<file path="config.mk">
export PLATFORM = sky130hd
export DESIGN_NAME = fslr_top
export DESIGN_NICKNAME = d
export VERILOG_FILES = /design/src/rtl/fslr_pkg.sv /design/src/rtl/fslr_top.sv
export VERILOG_INCLUDE_DIRS = /design/src /design/src/rtl
export SDC_FILE = /design/constraint.sdc
export NUM_CORES = 1
export LEC_CHECK = 0
export BUFFER_PORTS_ARGS = -buffer_cell sky130_fd_sc_hd__buf_4
export CAP_MARGIN = 20
export CORE_MARGIN = 10
export CORE_UTILIZATION = 29
export CTS_CLUSTER_DIAMETER = 50
export DETAILED_ROUTE_END_ITERATION = 7
export RECOVER_POWER = 25
export SYNTH_ARGS = -nofsm -noshare
export SYNTH_HDL_FRONTEND = slang
export SYNTH_SLANG_ARGS = --single-unit
</file>
<file path="constraint.sdc">
create_clock -name clk_i -period 2.6 [get_ports clk_i]
set_clock_uncertainty 0.2 [all_clocks]
set_input_delay 0.52 -clock clk_i [delete_from_list [all_inputs] [get_ports clk_i]]
set_output_delay 0.52 -clock clk_i [all_outputs]
set_load 0.005 [all_outputs]
</file>
<file path="src/rtl/fslr_cfg.svh">
// constants for the flash security and lockout recovery block
`ifndef FSLR_CFG_SVH
`define FSLR_CFG_SVH
`define FSLR_BOOT_VECTOR      24'h020000
`define FSLR_SEC_UNLOCKED     16'hE70A
`define FSLR_KEY_PERMIT_MATCH 2'h2
`define FSLR_IR_LEN           4
`define FSLR_IR_BYPASS        4'hF
`define FSLR_IR_IDCODE        4'h2
`define FSLR_IR_RECOVER       4'h8
`define FSLR_IDCODE_VAL       32'h0000_0ABD
`define FSLR_DR_LEN           7
`define FSLR_DIV_PRESCALE_BIT 6
`define FSLR_ERASE_CYCLES     20'h00100
`define FSLR_ADR_CTRL         8'h00
`define FSLR_ADR_STATUS       8'h04
`define FSLR_ADR_DIVIDER      8'h08
`define FSLR_ADR_KEY          8'h0C
`define FSLR_CTRL_DIV_RST     7'h00
`endif

</file>
<file path="src/rtl/fslr_pkg.sv">
// types for the flash security and lockout recovery block
package fslr_pkg;
    typedef enum logic [1:0] {
        FSLR_MODE_INTERNAL = 2'h0,
        FSLR_MODE_EXTERNAL = 2'h1,
        FSLR_MODE_SECURE   = 2'h3
    } fslr_mode_t;
    typedef enum logic [3:0] {
        FSLR_TAP_RESET = 4'h0, FSLR_TAP_IDLE  = 4'h1, FSLR_TAP_SELDR = 4'h3,
        FSLR_TAP_CAPDR = 4'h2, FSLR_TAP_SHDR  = 4'h6, FSLR_TAP_EX1DR = 4'h7,
        FSLR_TAP_PSDR  = 4'h5, FSLR_TAP_EX2DR = 4'h4, FSLR_TAP_UPDR  = 4'hC,
        FSLR_TAP_SELIR = 4'hD, FSLR_TAP_CAPIR = 4'hF, FSLR_TAP_SHIR  = 4'hE,
        FSLR_TAP_EX1IR = 4'hA, FSLR_TAP_PSIR  = 4'hB, FSLR_TAP_EX2IR = 4'h9,
        FSLR_TAP_UPIR  = 4'h8
    } fslr_tap_t;
endpackage : fslr_pkg

</file>
<file path="src/rtl/fslr_top.sv">
// flash security enforcement with jtag lockout recovery, wishbone regs
// How it works
// (RL1) boot picks internal, external or secure mode
// (RL2) secure boot: internal, no external, 0x020000 vector
// (RL3) secure mode ignores external boot pin
// (RL4) TAP boundary scan and ID always available; the TAP has no boundary-scan register, only idcode, bypass and the divider
// (RL5) secure: debug port access blocked
// (RL6) read-disable set during reset from security bytes; reset forces it high, the bytes land on the first clock after release
// (RL7) recovery mass-erases flash, removing security
// (RL8) recovery instruction selects 7-bit divider register
// (RL9) shifted divider replaces flash timing divider
// (RL10) bit 6 prescale, bits 5..0 ratio
// (RL11) host picks divider for 150-200 kHz
// (RL12) host sets prescale above 12.8 MHz
// (RL13) host: instruction, then divider, then idle
// (RL14) host stays in idle during erase
// (RL15) host resets TAP and chip afterwards
// (RL16) backdoor unsecure only when key permit set
// (RL17) program key, then code, then security bytes
// (RL18) security from two nonvolatile bytes, persistent
`include "fslr_cfg.svh"
`timescale 1ns/10ps
`default_nettype none
module fslr_top
    import fslr_pkg::*;
(
    input  wire logic        clk_i,                    // system clock
    input  wire logic        rst_i,                    // sync reset, high
    input  wire logic [15:0] security_bytes_i,         // nonvolatile bytes
    input  wire logic        external_boot_select_pin_i, // boot strap pin
    input  wire logic        tck_i,                    // jtag clock pin
    input  wire logic        tms_i,                    // jtag mode pin
    input  wire logic        tdi_i,                    // jtag data in
    input  wire logic        trst_n_i,                 // jtag reset, low
    output logic             tdo_o,                    // jtag data out
    output logic             tdo_oe_n_o,               // tdo enable, low
    output logic [1:0]       boot_mode_o,              // chosen boot mode
    output logic [23:0]      boot_vector_o,            // first fetch address
    output logic             ext_pspace_block_o,       // external p-space off
    output logic             core_read_disable_o,      // core mem read off
    output logic             enhanced_core_debug_port_en_o, // debug allowed
    output logic             mass_erase_o,             // erase in progress
    output logic [6:0]       flash_timing_divider_reg_o, // divider to flash
    output logic             flash_timed_clk_o,        // divided timing clock
    input  wire logic        erase_done_i,             // flash erase finished
    input  wire logic        wb_cyc_i,                 // wishbone cycle
    input  wire logic        wb_stb_i,                 // wishbone strobe
    input  wire logic        wb_we_i,                  // wishbone write
    input  wire logic [7:0]  wb_adr_i,                 // byte address
    input  wire logic [3:0]  wb_sel_i,                 // byte lanes
    input  wire logic [31:0] wb_dat_i,                 // write data
    output logic [31:0]      wb_dat_o,                 // read data
    output logic             wb_ack_o                  // acknowledge
);
    // three-stage pin synchronisers; stage 1 feeds stage 2 only.
    // they run through reset so the boot strap is settled at release
    logic [2:0] tck_s;
    logic [2:0] tms_s;
    logic [2:0] tdi_s;
    logic [2:0] trst_s;
    logic [2:0] boot_s;
    always_ff @(posedge clk_i) begin
        tck_s  <= {tck_s[1:0], tck_i};
        tms_s  <= {tms_s[1:0], tms_i};
        tdi_s  <= {tdi_s[1:0], tdi_i};
        trst_s <= {trst_s[1:0], trst_n_i};
        boot_s <= {boot_s[1:0], external_boot_select_pin_i};
    end
    // a change counts once stages two and three agree
    logic tck_f;
    logic tms_f;
    logic tdi_f;
    logic trst_n_f;
    logic boot_f;
    logic tck_prev;
    always_ff @(posedge clk_i) begin
        if (tck_s[1] == tck_s[2]) tck_f <= tck_s[2];
        if (tms_s[1] == tms_s[2]) tms_f <= tms_s[2];
        if (tdi_s[1] == tdi_s[2]) tdi_f <= tdi_s[2];
        if (trst_s[1] == trst_s[2]) trst_n_f <= trst_s[2];
        if (boot_s[1] == boot_s[2]) boot_f <= boot_s[2];
        tck_prev <= tck_f;
    end
    wire tck_rise = tck_f & ~tck_prev;
    wire tck_fall = ~tck_f & tck_prev;

    // security latched on the first clock after reset release; held until erase end, backdoor key or next reset
    // backdoor and erase can only clear the flag, never set it
    logic secured;
    logic key_permit;
    logic strap_done;
    logic key_unlock;
    always_ff @(posedge clk_i) begin
        if (rst_i) begin
            secured    <= 1'b1;
            key_permit <= 1'b0;
            strap_done <= 1'b0;
        end else if (!strap_done) begin
            secured    <= (security_bytes_i != `FSLR_SEC_UNLOCKED); // [RL18]
            key_permit <= (security_bytes_i[15:14] == `FSLR_KEY_PERMIT_MATCH);
            strap_done <= 1'b1;
        end else if (erase_done_i && mass_erase_o) begin
            secured    <= 1'b0;                                  // [RL7]
        end else if (key_unlock) begin
            secured    <= 1'b0;                                  // [RL16]
        end
    end

    // boot mode decided once at the strap; ext pin ignored when secure
    logic [1:0] boot_mode;
    always_ff @(posedge clk_i) begin
        if (rst_i)
            boot_mode <= FSLR_MODE_SECURE;
        else if (!strap_done) begin
            if (security_bytes_i != `FSLR_SEC_UNLOCKED)
                boot_mode <= FSLR_MODE_SECURE;                   // [RL1] [RL3]
            else if (boot_f)
                boot_mode <= FSLR_MODE_EXTERNAL;                 // [RL1]
            else
                boot_mode <= FSLR_MODE_INTERNAL;                 // [RL1]
        end
    end
    assign boot_mode_o        = boot_mode;
    assign boot_vector_o      = `FSLR_BOOT_VECTOR;               // [RL2]
    assign ext_pspace_block_o = (boot_mode == FSLR_MODE_SECURE); // [RL2]
    // read-disable is held high throughout reset until the strap lands
    assign core_read_disable_o = secured;                       // [RL6]
    assign enhanced_core_debug_port_en_o = ~secured;            // [RL5]

    // TAP controller, stepped on filtered tck rising edges
    // all sixteen codes are states, so the case needs no default
    fslr_tap_t tap;
    fslr_tap_t next_tap;
    always_comb begin
        next_tap = tap;
        unique case (tap)
            FSLR_TAP_RESET: begin
                next_tap = tms_f ? FSLR_TAP_RESET : FSLR_TAP_IDLE;
            end
            FSLR_TAP_IDLE: begin
                next_tap = tms_f ? FSLR_TAP_SELDR : FSLR_TAP_IDLE;
            end
            FSLR_TAP_SELDR: begin
                next_tap = tms_f ? FSLR_TAP_SELIR : FSLR_TAP_CAPDR;
            end
            FSLR_TAP_CAPDR: begin
                next_tap = tms_f ? FSLR_TAP_EX1DR : FSLR_TAP_SHDR;
            end
            FSLR_TAP_SHDR: begin
                next_tap = tms_f ? FSLR_TAP_EX1DR : FSLR_TAP_SHDR;
            end
            FSLR_TAP_EX1DR: begin
                next_tap = tms_f ? FSLR_TAP_UPDR : FSLR_TAP_PSDR;
            end
            FSLR_TAP_PSDR: begin
                next_tap = tms_f ? FSLR_TAP_EX2DR : FSLR_TAP_PSDR;
            end
            FSLR_TAP_EX2DR: begin
                next_tap = tms_f ? FSLR_TAP_UPDR : FSLR_TAP_SHDR;
            end
            FSLR_TAP_UPDR: begin
                next_tap = tms_f ? FSLR_TAP_SELDR : FSLR_TAP_IDLE;
            end
            FSLR_TAP_SELIR: begin
                next_tap = tms_f ? FSLR_TAP_RESET : FSLR_TAP_CAPIR;
            end
            FSLR_TAP_CAPIR: begin
                next_tap = tms_f ? FSLR_TAP_EX1IR : FSLR_TAP_SHIR;
            end
            FSLR_TAP_SHIR: begin
                next_tap = tms_f ? FSLR_TAP_EX1IR : FSLR_TAP_SHIR;
            end
            FSLR_TAP_EX1IR: begin
                next_tap = tms_f ? FSLR_TAP_UPIR : FSLR_TAP_PSIR;
            end
            FSLR_TAP_PSIR: begin
                next_tap = tms_f ? FSLR_TAP_EX2IR : FSLR_TAP_PSIR;
            end
            FSLR_TAP_EX2IR: begin
                next_tap = tms_f ? FSLR_TAP_UPIR : FSLR_TAP_SHIR;
            end
            FSLR_TAP_UPIR: begin
                next_tap = tms_f ? FSLR_TAP_SELDR : FSLR_TAP_IDLE;
            end
        endcase
    end
    always_ff @(posedge clk_i) begin
        if (rst_i || !trst_n_f)
            tap <= FSLR_TAP_RESET;
        else if (tck_rise)
            tap <= next_tap;                                     // [RL4]
    end

    // instruction register; reset selects idcode
    logic [3:0] ir;
    logic [3:0] ir_sh;
    always_ff @(posedge clk_i) begin
        if (rst_i || !trst_n_f) begin
            ir    <= `FSLR_IR_IDCODE;
            ir_sh <= `FSLR_IR_IDCODE;
        end else if (tck_rise) begin
            unique case (tap)
                FSLR_TAP_RESET: begin
                    ir <= `FSLR_IR_IDCODE;
                end
                FSLR_TAP_CAPIR: begin
                    ir_sh <= 4'h1;
                end
                FSLR_TAP_SHIR: begin
                    ir_sh <= {tdi_f, ir_sh[3:1]};
                end
                FSLR_TAP_UPIR: begin
                    ir <= ir_sh;
                end
                default: ;
            endcase
        end
    end
    wire sel_recover = (ir == `FSLR_IR_RECOVER);
    wire sel_idcode  = (ir == `FSLR_IR_IDCODE);

    // data registers: idcode, bypass, 7-bit divider
    logic [31:0] id_sh;
    logic        byp_sh;
    // capture reloads the live value; update with recovery selected loads the shifted bits and arms erase
    logic [6:0]  div_sh;
    logic [6:0]  jtag_flash_divider_value;
    always_ff @(posedge clk_i) begin
        if (rst_i || !trst_n_f) begin
            id_sh  <= 32'h0;
            byp_sh <= 1'b0;
            div_sh <= 7'h00;
            jtag_flash_divider_value <= 7'h00;
        end else if (tck_rise) begin
            if (tap == FSLR_TAP_CAPDR) begin
                id_sh  <= `FSLR_IDCODE_VAL;                      // [RL4]
                byp_sh <= 1'b0;
                div_sh <= jtag_flash_divider_value;
            end else if (tap == FSLR_TAP_SHDR) begin
                id_sh  <= {tdi_f, id_sh[31:1]};
                byp_sh <= tdi_f;
                div_sh <= {tdi_f, div_sh[6:1]};                  // [RL8]
            end else if (tap == FSLR_TAP_UPDR && sel_recover) begin
                jtag_flash_divider_value <= div_sh;              // [RL8]
            end
        end
    end

    // tdo changes on falling tck; enable low while shifting.
    // filtered edges lag the pins by about four clocks
    always_ff @(posedge clk_i) begin
        if (rst_i) begin
            tdo_o      <= 1'b0;
            tdo_oe_n_o <= 1'b1;
        end else if (tck_fall) begin
            tdo_oe_n_o <= ~(tap == FSLR_TAP_SHDR || tap == FSLR_TAP_SHIR);
            if (tap == FSLR_TAP_SHIR)
                tdo_o <= ir_sh[0];
            else if (sel_idcode)
                tdo_o <= id_sh[0];
            else if (sel_recover)
                tdo_o <= div_sh[0];
            else
                tdo_o <= byp_sh;
        end
    end

    // erase runs while in idle with recovery loaded; leaving idle aborts
    logic        armed;
    logic [19:0] erase_cnt;
    always_ff @(posedge clk_i) begin
        if (rst_i || !trst_n_f) begin
            armed       <= 1'b0;
            mass_erase_o <= 1'b0;
        end else begin
            if (tap == FSLR_TAP_UPDR && sel_recover && tck_rise)
                armed <= 1'b1;                                   // [RL13]
            if (armed && tap == FSLR_TAP_IDLE && !erase_done_i)
                mass_erase_o <= 1'b1;                            // [RL7] [RL14]
            else if (tap != FSLR_TAP_IDLE || erase_done_i) begin
                mass_erase_o <= 1'b0;
                if (erase_done_i) armed <= 1'b0;
            end
        end
    end

    // software divider; replaced by jtag value during recovery
    logic [6:0] sw_divider;
    wire [6:0] div_eff = armed ? jtag_flash_divider_value : sw_divider;
    assign flash_timing_divider_reg_o = div_eff;                 // [RL9]
    // sysclk/2, then optional /8, then /(ratio+1)
    logic       half;
    logic [2:0] pre_cnt;
    logic [5:0] ratio_cnt;
    always_ff @(posedge clk_i) begin
        if (rst_i) begin
            half      <= 1'b0;
            pre_cnt   <= 3'h0;
            ratio_cnt <= 6'h00;
            flash_timed_clk_o <= 1'b0;
            erase_cnt <= 20'h0;
        end else begin
            half <= ~half;
            if (half) begin
                pre_cnt <= pre_cnt + 3'h1;
                if (!div_eff[`FSLR_DIV_PRESCALE_BIT] || pre_cnt == 3'h7) begin // [RL10]
                    if (ratio_cnt >= div_eff[5:0]) begin         // [RL10]
                        ratio_cnt <= 6'h00;
                        flash_timed_clk_o <= ~flash_timed_clk_o;
                    end else
                        ratio_cnt <= ratio_cnt + 6'h01;
                end
            end
            erase_cnt <= mass_erase_o ? erase_cnt + 20'h1 : 20'h0;
        end
    end

    // wishbone slave: one wait state then ack
    wire  wb_req = wb_cyc_i & wb_stb_i & ~wb_ack_o;
    always_ff @(posedge clk_i) begin
        if (rst_i) begin
            wb_ack_o   <= 1'b0;
            wb_dat_o   <= 32'h0;
            sw_divider <= `FSLR_CTRL_DIV_RST;
            key_unlock <= 1'b0;
        end else begin
            wb_ack_o   <= wb_req;
            key_unlock <= 1'b0;
            if (wb_req && wb_we_i) begin
                if (wb_adr_i == `FSLR_ADR_DIVIDER && wb_sel_i[0])
                    sw_divider <= wb_dat_i[6:0];
                // backdoor matches only with permit set
                if (wb_adr_i == `FSLR_ADR_KEY && wb_sel_i[0] &&
                    wb_dat_i[0] && key_permit)
                    key_unlock <= 1'b1;                          // [RL16]
            end
            if (wb_req && !wb_we_i) begin
                unique case (wb_adr_i)
                    `FSLR_ADR_STATUS: begin
                        wb_dat_o <= {24'h0, erase_cnt[19:16],
                                     key_permit, mass_erase_o, boot_mode};
                    end
                    `FSLR_ADR_CTRL: begin
                        wb_dat_o <= {31'h0, secured};
                    end
                    `FSLR_ADR_DIVIDER: begin
                        wb_dat_o <= {25'h0, div_eff};
                    end
                    default: begin
                        wb_dat_o <= 32'h0;
                    end
                endcase
            end
        end
    end
endmodule : fslr_top
`default_nettype wire

</file>
# Word level (Yosys, flattened, before mapping)
# Cells that the tools add are included.
dict set report totals {
  output_inout_bits 73
  reg_bits 161
}
dict set report op_classes {
  bitwise 15
  n_lt_le_gt_ge 1
  addsub 3
  n_eq_ne 31
  reduce_logical 37
  mux 40
}
# op count
set ops {}
lappend ops {{$mux W32} 2}
lappend ops {{$pmux W4 S12} 1}
lappend ops {{$eq A4 B4 Y1 const B} 9}
lappend ops {{$pmux W8 S3} 1}
lappend ops {{$mux W7} 3}
lappend ops {{$add A20 B1 Y20 const B} 1}
lappend ops {{$mux W1} 20}
lappend ops {{$eq A4 B3 Y1 const B} 4}
lappend ops {{$eq A8 B4 Y1 const B} 2}
lappend ops {{$mux W4} 4}
lappend ops {{$ne A16 B16 Y1 const B} 1}
lappend ops {{$pmux W4 S2} 2}
lappend ops {{$eq A4 B2 Y1 const B} 3}
lappend ops {{$logic_and A1 B1 Y1} 11}
lappend ops {{$not A1 Y1} 11}
lappend ops {{$reduce_and A2 Y1} 5}
lappend ops {{$eq A8 B3 Y1 const B} 1}
lappend ops {{$logic_not A8 Y1} 1}
lappend ops {{$mux W2} 4}
lappend ops {{$reduce_bool A2 Y1} 4}
lappend ops {{$reduce_or A2 Y1} 4}
lappend ops {{$add A6 B1 Y6 const B} 1}
lappend ops {{$ge A6 B6 Y1} 1}
lappend ops {{$mux W3} 2}
lappend ops {{other kinds (15)} 29}

# Depth between registers and ports, before layout
# Gate-level depths: netlist of the first run.
dict set report logic_depth {
  depth_word 7
  mapped_depth 8
  depth_no_buf 7
}

# Least setup slack after synthesis of the first run
# OpenSTA, ideal clock, no wires.
dict set report synth_timing {
  path_kind {register -> register}
  startpoint {register armed}
  endpoint {register ratio_cnt[1]}
  setup_slack_ns 0.323
  stages_incl_launch_ff 9
  arrival_time_ns 2.007
  path_buffers 1
  cell_sequence {dfxtp_1 -> buf_2 -> mux2i_1 -> ha_1 -> and3_1 -> a221o_1 -> a31oi_1 -> o21ai_1 -> a21oi_1}
}
dict set report synth_via {
  elab_chain_len 4
  word_cells_on_any_way 6
}
# item line_no
set synth_lines {}
lappend synth_lines {{start, declared} fslr_top.sv:269} ;# logic armed;
lappend synth_lines {{start signal, assigned} fslr_top.sv:273} ;# armed <= 1'b0;
lappend synth_lines {{start signal, assigned} fslr_top.sv:277} ;# armed <= 1'b1;
lappend synth_lines {{start signal, assigned} fslr_top.sv:282} ;# if (erase_done_i) armed <= 1'b0;
lappend synth_lines {{$mux W7 *} fslr_top.sv:289} ;# wire [6:0] div_eff = armed ? jtag_flash_divider_value : sw_divider;
lappend synth_lines {{parallel branches: the longest is 3 deep, another holds $ge A6 B6 Y1} n/a}
lappend synth_lines {{end signal, assigned} fslr_top.sv:311} ;# ratio_cnt <= ratio_cnt + 6'h01;
lappend synth_lines {{end, declared} fslr_top.sv:294} ;# logic [5:0] ratio_cnt;
# Every way passes the cells marked *.
# A chain may end at the register's enable or synchronous reset.

# Worst setup path after layout of the first run
dict set report layout_timing {
  startpoint {register armed}
  endpoint {register ratio_cnt[3]}
}
# Same word-level chain as after synthesis.

==> results of run 1 <==
## worst max-delay path: stages (launching register included)
cell	delay (ps)
dfxtp_2	450
mux2i_1	290
ha_1	280
and3_1	200
a221o_1	340
a31oi_1	240
o21ai_1	210
a21oi_1	180
## flip-flops by register name, indices dropped and copies added, names as in the netlist, 4 cells and up
register                  flops
erase_cnt                    20
sw_divider                    7
ir_sh                         4
tap                           4
ir                            4
id_sh                        32
wb_dat_o                      8
ratio_cnt                     6
jtag_flash_divider_value      7
div_sh                        7
## timing repair
action / CTS / global route
hold endpoints to repair: 5 / 0
hold buffers: 5 / 0
setup endpoints to repair: 1 / 2
cloned: 0 / 0
gates resized for setup: 1 / 1
## cell families (layout without fill, tap and decap cells)
| group | after synthesis | count (layout) | synth area share [%] |
|---|---|---|---|
| and+or+nand+nor | 258 | 258 | 22.5 |
| DFF | 136 | 136 | 46.6 |
| AOI/OAI and AO/OA | 109 | 109 | 11.1 |
| buffers and inverters | 95 | 132 | 9.41 |
| xor gates and xnor gates | 26 | 26 | 3.82 |
| muxes | 26 | 26 | 4.41 |
| adders and majority gates | 10 | 10 | 2.10 |
| other | 2 | 48 | 0.126 |
## cell type report
type	count	area, um^2	share of cell area [%]
well taps	270	338	4.65
clock buffers	17	425	5.86
multi-input cells	477	2810	38.7
inverters	11	41.3	0.568
repair buffers	89	686	9.44
flip-flops and latches	136	2770	38.2
clock inverters	15	191	2.64
## power groups by stage
stage	clock, uW	combinational (uW)	sequential [uW]
floorplan	0	166	2190
global placement	0	203	2200
detailed placement	0	205	2200
CTS	2550	211	2160
global route	2650	236	2160
finish	2480	210	2160
## worst max path at each step
stage | endpoint | slack (ps) | cells after the start
final | ratio_cnt[3] | 140 | 7
after global routing | ratio_cnt[3] | 10 | 7
after CTS | ratio_cnt[3] | 120 | 7
after detailed placement | ratio_cnt[3] | 4 | 7
after global placement | ratio_cnt[3] | 90 | 7
after floorplan | ratio_cnt[1] | 320 | 8
## cells in the mapped netlist, types with 3 or more instances
cell type  instances
dfxtp_1          131
nor2_1            74
nand2_1           59
a21oi_1           49
buf_4             49
nand3_1           35
mux2i_1           24
clkbuf_1          20
o21ai_0           20
nor3_1            16
xor2_1            14
nor3b_1           13
xnor2_1           12
buf_2             10
ha_1              10
nand4_1           10
inv_1              9
a22oi_1            8
and3_1             6
o221ai_1           6
or3_1              6
edfxtp_1           5
nand2b_1           5
a31oi_1            4
buf_1              4
nor4_1             4
a221oi_1           3
and4_1             3
nand3b_1           3
nand4b_1           3
nor2b_1            3
o31ai_1            3
or2_2              3
## metrics by stage
step / total power (uW) / setup WS (ps) / hold slack (ps)
final: 4850 / 140 / 100
after detailed placement: 2410 / 4.49 / 112
after global routing: 5040 / 11.9 / 82.3
after global placement: 2410 / 93.4 / 111
after floorplan: 2360 / 323 / 110
after CTS: 4920 / 120 / 78.7
## metal layers
layer | vias up | track usage (%) | part of all wire (%)
met2 | 100 | 15.2 | 46
met3 | 11 | 3.25 | 6.5
met4 | 0 | 3.81 | 0.97
li1 | 2351 | - | -
met1 | 2102 | 12.4 | 46
met5 | - | 0 | 0
==> impl_results.md, run 1 <==
- Switching share of power: 22.6%
- Syn avg cell area: 9.00 um^2
- Post-DP HPWL: 9.23 mm
- # clock sinks: 136
- Slew at the pin closest to its max-slew limit: 818 ps
- Setup Buffers After CTS: 0
- Nets: 813
- Die ar.: 26700 um^2
- Global-route wire length before repair: 21.6 mm
- CTS max path bufs: 2
- Synth area leader: dfxtp_1
- Largest net degree at the start of global routing: 51
- DRT Pass-1 Iters: 4
- Crit path arrival time: 2600 ps
- Top cell type's share of synthesized area: 44.0%
- Via count: 4564
- Most used DFF post-synth: dfxtp_1
- WL/cell: 12.9 um
- Diode count: 0
- Post-Place Cells: 978
- Crit path time final: 2460 ps
- CP Launch Type: flip-flop
- H-tree levels: 4
- Post-synthesis sequential area ratio: 46.6%
- Rows: 52
- CP Class: flip-flop to flip-flop
- Post-route setup TNS: 0 ps
- R2R Setup Slk: 140 ps
- Synth top area cells: dfxtp_1 (44%), buf_4 (6.2%), nor2_1 (4.7%)
- RSZ-0062 raised after global routing: false
- CP endpoint kind: flip-flop
- Hold wc startpoint: erase_done_i
- TritonCTS clock tree: yes
- Most frequent cells in the layout: dfxtp_1 (130), buf_4 (75), nor2_1 (74)
- CTS clk-pin slew, worst paths: 60 ps
- Final period utilization: 94.6%
- Die Y: 163 um
- Int Power: 3760 uW
- Cell Area, Synth: 5960 um^2
- Num CTS Buffers: 17
- Hold endpoint: mass_erase_o
- Reg2reg path depth: 7
- Routed WL: 13.0 mm
- Input/output buffers: 67
- Core region area: 20200 um^2
- CTS root buffer: clkbuf_16
- Die Wd: 163 um
- Number of fillers in the final layout: 2090
- Hold Fails Final Rpt: 0
- Synth warn: 0
- Relative max-transition margin: 45.4%
- Final Cell Area: 7260 um^2
- ANT nets after route: 0
- Clock power share: 51.2%
- Status: completed
- Flop pwr share: 44.5%
- Total Routing Usage GR: 9.84%
- Power per cell area: 668 nW/um^2
- Final Non-Filler Cells: 1015
- Gpl congestion: 0.790
- Classification of the worst-slack hold path: input port to flip-flop
- Layout Utilization: 35.9%
- Worst Path Max Fanout: 8
- Initial antenna violation count: 0
- Reg2reg start: armed
- Sw power: 1100 uW
- EDFF count, synth: 5
- #FFs+latches synth: 136
- Terminus of the critical flop-to-flop path: ratio_cnt[3]
- First-iteration detailed-routing DRC count: 250
- # IOs: 144
- Critical path required time: 2740 ps
- Vias in the first global route: 4405
- Mapped Cells: 662
- Post-DP Area: 6600 um^2
- Comb pwr share: 4.3%
- Pins Over Slew Limit: 0
- Count of final setup violators: 0
- Critical path startpoint: armed
- Yosys cell types: 64
- Async SR Flop Fraction: 0%
- Worst Hold Path Cells: 2
- Leak: 0.00275 uW
- Remaining global-route overflow: 0
- Fmax achieved: 0.406 GHz
- Post-DR vias/cell: 4.50
- DRC viols: 0
- Layout cell share with drive strength beyond 1: 18.0%
- Commonest non-fill, non-tap cell in the layout: dfxtp_1
- MaxCap Viol Count: 0
- Initial Util: 29.4%
- Peak VDD IR: 0.000400 V
- Area Overhead vs Synth: 22.0%
- Clk_lat worst skew: 410 ps
Note: power is estimated with default switching activity, not from simulation.
==> run 2: changes to the inputs <==
--- a/config.mk
+++ b/config.mk
@@ -13,6 +13,8 @@
 export CTS_CLUSTER_DIAMETER = 50
 export DETAILED_ROUTE_END_ITERATION = 7
 export RECOVER_POWER = 25
+export REMOVE_ABC_BUFFERS = 1
+export SETUP_SLACK_MARGIN = 0.5
 export SYNTH_ARGS = -nofsm -noshare
 export SYNTH_HDL_FRONTEND = slang
 export SYNTH_SLANG_ARGS = --single-unit
==> run 2 against run 1 <==
Via count up 0.53%. Maximum frequency is 12% higher. Flip-flop and latch count unchanged. Clock power grew 3%. Combinational power hardly changed. Die area stayed put. Sequential power is essentially flat. Non-clock buffer count increased by 7. Power rose by 1.3%. Final cell count increased by 0.69%. Critical path type is now flip-flop to output pin. Largest cell class unchanged.
==> impl_results.md, run 2 (synthesis results as in run 1) <==
- Sw power: 987 uW
- Post-DP HPWL: 9.42 mm
- Clock power share: 51.8%
- Core region area: 20200 um^2
- Switching share of power: 20.1%
- Met1 Track Usage GR: 12.3%
- Die Y: 163 um
- Nets: 820
- Int Power: 3930 uW
- TritonCTS clock tree: yes
- Worst Path Max Fanout: 6
- Top flop regs: id_sh (32), erase_cnt (20), wb_dat_o (8)
- Total Routing Usage GR: 9.94%
- Final Non-Filler Cells: 1022
- ANT nets after route: 0
- Critical Path Slowest Stage Cell: dfxtp_4
- Input/output buffers: 67
- CP endpoint kind: output pin
- Post-Place Setup Slack: 139 ps
- Vias in the first global route: 4447
- Diode count: 0
- Most frequent cells in the layout: dfxtp_1 (129), nor2_1 (74), buf_4 (73)
- Status: completed
- Die Wd: 163 um
- Largest reg by FF count: id_sh
- Buf/Inv on CP: 4
- Gpl congestion: 0.781
- Hold Fails Final Rpt: 0
- DRC viols: 0
- Routed WL: 13.2 mm
- CP Class: flip-flop to output pin
- Num CTS Buffers: 17
- Min setup slack post-route: 400 ps
- Via count: 4588
- GRT met2 Usage: 15.7%
- Crit path arrival time: 1480 ps
- Commonest non-fill, non-tap cell in the layout: dfxtp_1
- H-tree levels: 4
- # IOs: 144
- # clock sinks: 136
- CP Launch Type: flip-flop
- Grt peak-use layer: met2
- Largest net degree at the start of global routing: 61
- Initial antenna violation count: 0
- Area Overhead vs Synth: 24.7%
- Count of final setup violators: 0
- Crit path time final: 2200 ps
- Max reg flops: 32
- Global-route wire length before repair: 21.9 mm
- WL/cell: 12.9 um
- DRT Pass-1 Iters: 4
- Slew at the pin closest to its max-slew limit: 535 ps
- Layout cell share with drive strength beyond 1: 20.1%
- Relative max-transition margin: 64.2%
- Peak VDD IR: 0.000457 V
- Post-DR vias/cell: 4.49
- CTS max path bufs: 2
- Slowest Stage Delay on Critical Path: 410 ps
- Power per cell area: 662 nW/um^2
- Initial Util: 29.4%
- Die ar.: 26700 um^2
- Met3 Use GR: 3.37%
- Post-Place Cells: 979
- First-iteration detailed-routing DRC count: 241
- Flop pwr share: 43.9%
- MaxCap Viol Count: 0
- Post-route setup TNS: 0 ps
- Critical path required time: 1880 ps
- Most used cell, CP: buf_6
- Worst path cell trace: buf_6 -> mux2i_4 -> buf_6 -> inv_2 -> buf_6
- Crit-path leading delay family: flip-flops
- Remaining global-route overflow: 0
- Fmax achieved: 0.454 GHz
- Pins Over Slew Limit: 0
- RSZ-0062 raised after global routing: true
- Rows: 52
- Classification of the worst-slack hold path: input port to flip-flop
- CTS root buffer: clkbuf_16
- Clk_lat worst skew: 420 ps
- Comb pwr share: 4.2%
- Final period utilization: 84.6%
- Leak: 0.00281 uW
- CTS clk-pin slew, worst paths: 50 ps
## run 2: area by class of cell
| class | instances | area (um^2) |
|---|---|---|
| Inverter | 11 | 41.3 |
| Clock buffer | 24 | 492 |
| Sequential cell | 136 | 2780 |
| Tap cell | 270 | 338 |
| Fill cell | 2064 | 12800 |
| Clock inverter | 8 | 143 |
| Timing Repair Buffer | 96 | 764 |
| Multi-Input combinational cell | 477 | 2870 |
## run 2: path summary, 6_finish.rpt
kind	from	to	slack [ps]	cells past startpoint
setup reg to reg	armed	ratio_cnt[1]	410	7
hold / removal	erase_done_i	armed	100	2
setup / recovery	armed	flash_timing_divider_reg_o[1]	400	5
hold reg to reg	trst_s[0]	trst_s[1]	130	0
## run 2: through the flow
stage	total power (uW)	hold WS (ps)	area [um^2]	util, %
after floorplan	2300	110	5610	-
after global placement	2400	111	6600	32.6
after detailed placement	2410	113	6600	32.6
after CTS	4990	81.3	7390	36.5
after global routing	5120	85.2	7430	36.7
final	4920	99.8	7430	36.7
## run 2: layer usage
metal	routed length [um]	vias to the layer above
li1	-	2371
met1	6020	2121
met2	6210	88
met3	832	8
met4	127	0
met5	0	-
## run 2: timing repair
action	CTS	global route
endpoints found under the setup margin	14	28
hold buffers	5	0
pin swaps	5	5
resized for setup	20	8
setup buffers	5	1
hold endpoints to repair	5	0
## run 2: worst register-to-register path: cells and delay by family (launching register included)
| family | cells | cell delay [ps] |
|---|---|---|
| AOI/OAI and AO/OA | 4 | 790 |
| DFF | 1 | 410 |
| adders and majority gates | 1 | 280 |
| muxes | 1 | 260 |
| and+or+nand+nor | 1 | 190 |
## run 2: power groups by stage
stage,logic (uW),registers (uW),clock network [uW]
after floorplan,97.2,2200,0
after global placement,198,2200,0
after detailed placement,200,2210,0
after CTS,208,2160,2630
after global routing,234,2160,2720
final,209,2160,2550
==> run 3: changes to the inputs <==
--- a/config.mk
+++ b/config.mk
@@ -6,6 +6,7 @@
 export SDC_FILE = /design/constraint.sdc
 export NUM_CORES = 1
 export LEC_CHECK = 0
+export ABC_AREA = 1
 export BUFFER_PORTS_ARGS = -buffer_cell sky130_fd_sc_hd__buf_4
 export CAP_MARGIN = 20
 export CORE_MARGIN = 10
==> constraint.sdc (replaced) <==
create_clock -name clk_i -period 1.8 [get_ports clk_i]
set_clock_uncertainty 0.2 [all_clocks]
set_input_delay 0.36 -clock clk_i [delete_from_list [all_inputs] [get_ports clk_i]]
set_output_delay 0.36 -clock clk_i [all_outputs]
set_load 0.005 [all_outputs]
==> run 3 against run 2 <==
The run now ends with negative setup slack left. Power up 51%. Critical path depth down 1. Setup slack worse by 560 ps. Sequential share of layout area down 9.4 points. Combinational power up 130%. Final cell count up 24%. Register-to-register slack worse by 550 ps. Worst hold slack worse by 69 ps. Count of clock-buffer cells in the layout down 1. Largest cell class unchanged. Highest routed layer unchanged.
==> impl_results.md, run 3 <==
- Synth area leader: dfxtp_1
- Post-DP Area: 6960 um^2
- Num CTS Buffers: 17
- DRC viols: 0
- Count of final setup violators: 17
- Gpl congestion: 0.885
- Cell Area, Synth: 6180 um^2
- Layout cell share with drive strength beyond 1: 48.9%
- Top cell type's share of synthesized area: 42.4%
- Largest reg by FF count: id_sh
- CP endpoint kind: output pin
- CP Class: flip-flop to output pin
- CTS root buffer: clkbuf_16
- Total power: 7450 uW
- Most used DFF post-synth: dfxtp_1
- Number of fillers in the final layout: 1867
- Via count: 5864
- Initial antenna violation count: 0
- Synth cell count leaders: dfxtp_1 (131), nand2_1 (118), nor2_1 (104)
- Post-Place Cells: 1130
- Worst Path Max Fanout: 6
- Yosys cell types: 49
- Synth warn: 0
- Count leader, synth: dfxtp_1
- # IOs: 144
- Core region area: 21000 um^2
- Failing checks: negative setup slack
- Syn avg cell area: 7.94 um^2
- WL/cell: 14.8 um
- Final Non-Filler Cells: 1266
- Post-DP HPWL: 10.9 mm
- Routed WL: 18.7 mm
- Crit path time final: 1960 ps
- Input/output buffers: 67
- Synth top area cells: dfxtp_1 (42%), nand2_1 (7.2%), buf_4 (6.3%)
- Power per cell area: 735 nW/um^2
- Clk_lat worst skew: 420 ps
- Post-synthesis sequential area ratio: 44.9%
- Top flop regs: id_sh (32), erase_cnt (20), wb_dat_o (8)
- Die Y: 166 um
- Global-route wire length before repair: 28.6 mm
- #FFs+latches synth: 136
- Peak VDD IR: 0.000640 V
- Mapped Cells: 778
- RSZ-0062 raised after global routing: true
- CTS clk-pin slew, worst paths: 60 ps
- # clock sinks: 136
- Critical path required time: 1240 ps
- H-tree levels: 4
- Crit path arrival time: 1400 ps
- Total Routing Usage GR: 12.2%
- Remaining global-route overflow: 0
- Final period utilization: 109%
- DRT Pass-1 Iters: 4
- Fmax achieved: 0.509 GHz
- Status: finished with violations
- Nets: 1059
- Pins Over Slew Limit: 0
- Async SR Flop Fraction: 0%
- Hold Fails Final Rpt: 0
- TritonCTS clock tree: yes
- Die ar.: 27500 um^2
- Min setup slack post-route: -164 ps
- CTS max path bufs: 2
- Relative max-transition margin: 60.7%
- Area Overhead vs Synth: 64.0%
- Classification of the worst-slack hold path: input port to flip-flop
- First-iteration detailed-routing DRC count: 278
- ANT nets after route: 0
- Commonest non-fill, non-tap cell in the layout: dfxtp_1
- Leak: 0.00410 uW
- Post-DR vias/cell: 4.63
- MaxCap Viol Count: 0
- CP Launch Type: flip-flop
- Largest net degree at the start of global routing: 48
- Vias in the first global route: 5825
- Most frequent cells in the layout: dfxtp_1 (98), buf_4 (86), nand2_1 (83)
- Diode count: 0
- Max reg flops: 32
- Die Wd: 166 um
- Rows: 53
- Slew at the pin closest to its max-slew limit: 586 ps
- Initial Util: 29.4%
- Final Cell Area: 10100 um^2
- EDFF count, synth: 5
## run 3: timing repair
action | 4_1_cts | 5_1_grt
gates resized for setup | 299 | 162
cloned | 9 | 1
endpoints found under the setup margin | 127 | 128
pin swaps | 96 | 86
hold buffers | 14 | 0
buffers inserted | 53 | 27
endpoints found under the hold margin | 15 | 0
## run 3: layout make-up
class	instances	area (um^2)	share of cell area (%)
clock buffer	23	499	4.93
tap	275	344	3.40
clock inverter	9	160	1.58
timing repair buffer	199	2040	20.1
multi-input combinational	535	3840	37.9
timing repair inverter	3	38.8	0.383
sequential	136	2840	28.0
inverter	86	378	3.73
## run 3: cells by family after synthesis
logic type | after synthesis | share of synthesized area (%)
AOI/OAI and AO/OA | 148 | 14.7
xor gates and xnor gates | 9 | 1.28
adders and majority gates | 10 | 2.02
buffers and inverters | 156 | 13.7
DFF | 136 | 44.9
muxes | 1 | 0.162
other | 2 | 0.122
and+or+nand+nor | 316 | 23.1
## run 3: report_power, final
part	internal, uW	total [uW]	switching, uW
registers	3070	3110	39.9
logic	222	481	259
clock network	2520	3850	1330
## run 3: path summary, 6_finish.rpt
check	startpoint	end	slack (ps)	cells after the start
min	wb_sel_i[0]	key_unlock	30	3
min reg2reg	tdi_s[0]	tdi_s[1]	130	0
max reg2reg	armed	ratio_cnt[1]	-140	11
max	armed	flash_timing_divider_reg_o[4]	-160	4
## run 3: per-stage QoR
| stage | setup WS [ps] | hold WS [ps] | setup TNS (ps) | util [%] |
|---|---|---|---|---|
| 2_1_floorplan | -450 | 110 | -11480 | - |
| 3_3_place_gp | -221 | 113 | -1590 | 33.1 |
| 3_5_place_dp | -234 | 114 | -1580 | 33.1 |
| 4_1_cts | -152 | 3.23 | -1660 | 44.2 |
| 5_1_grt | -269 | 25.1 | -4520 | 48.2 |
| 6_report | -164 | 31.1 | -1810 | 48.2 |
## run 3: per-layer routing
layer  global-route usage, %  up-vias  part of all wire (%)
li1                        -     2883                     -
met5                       0        -                     0
met2                    20.5      148                    51
met4                    4.55        0                   2.9
met3                    3.88       42                   4.8
met1                    14.3     2791                    42
## run 3: worst max-delay path, stage by stage (launching register included)
cell	delay, ps
dfxtp_4	370
clkbuf_16	160
o21a_1	180
buf_4	150
buf_4	130
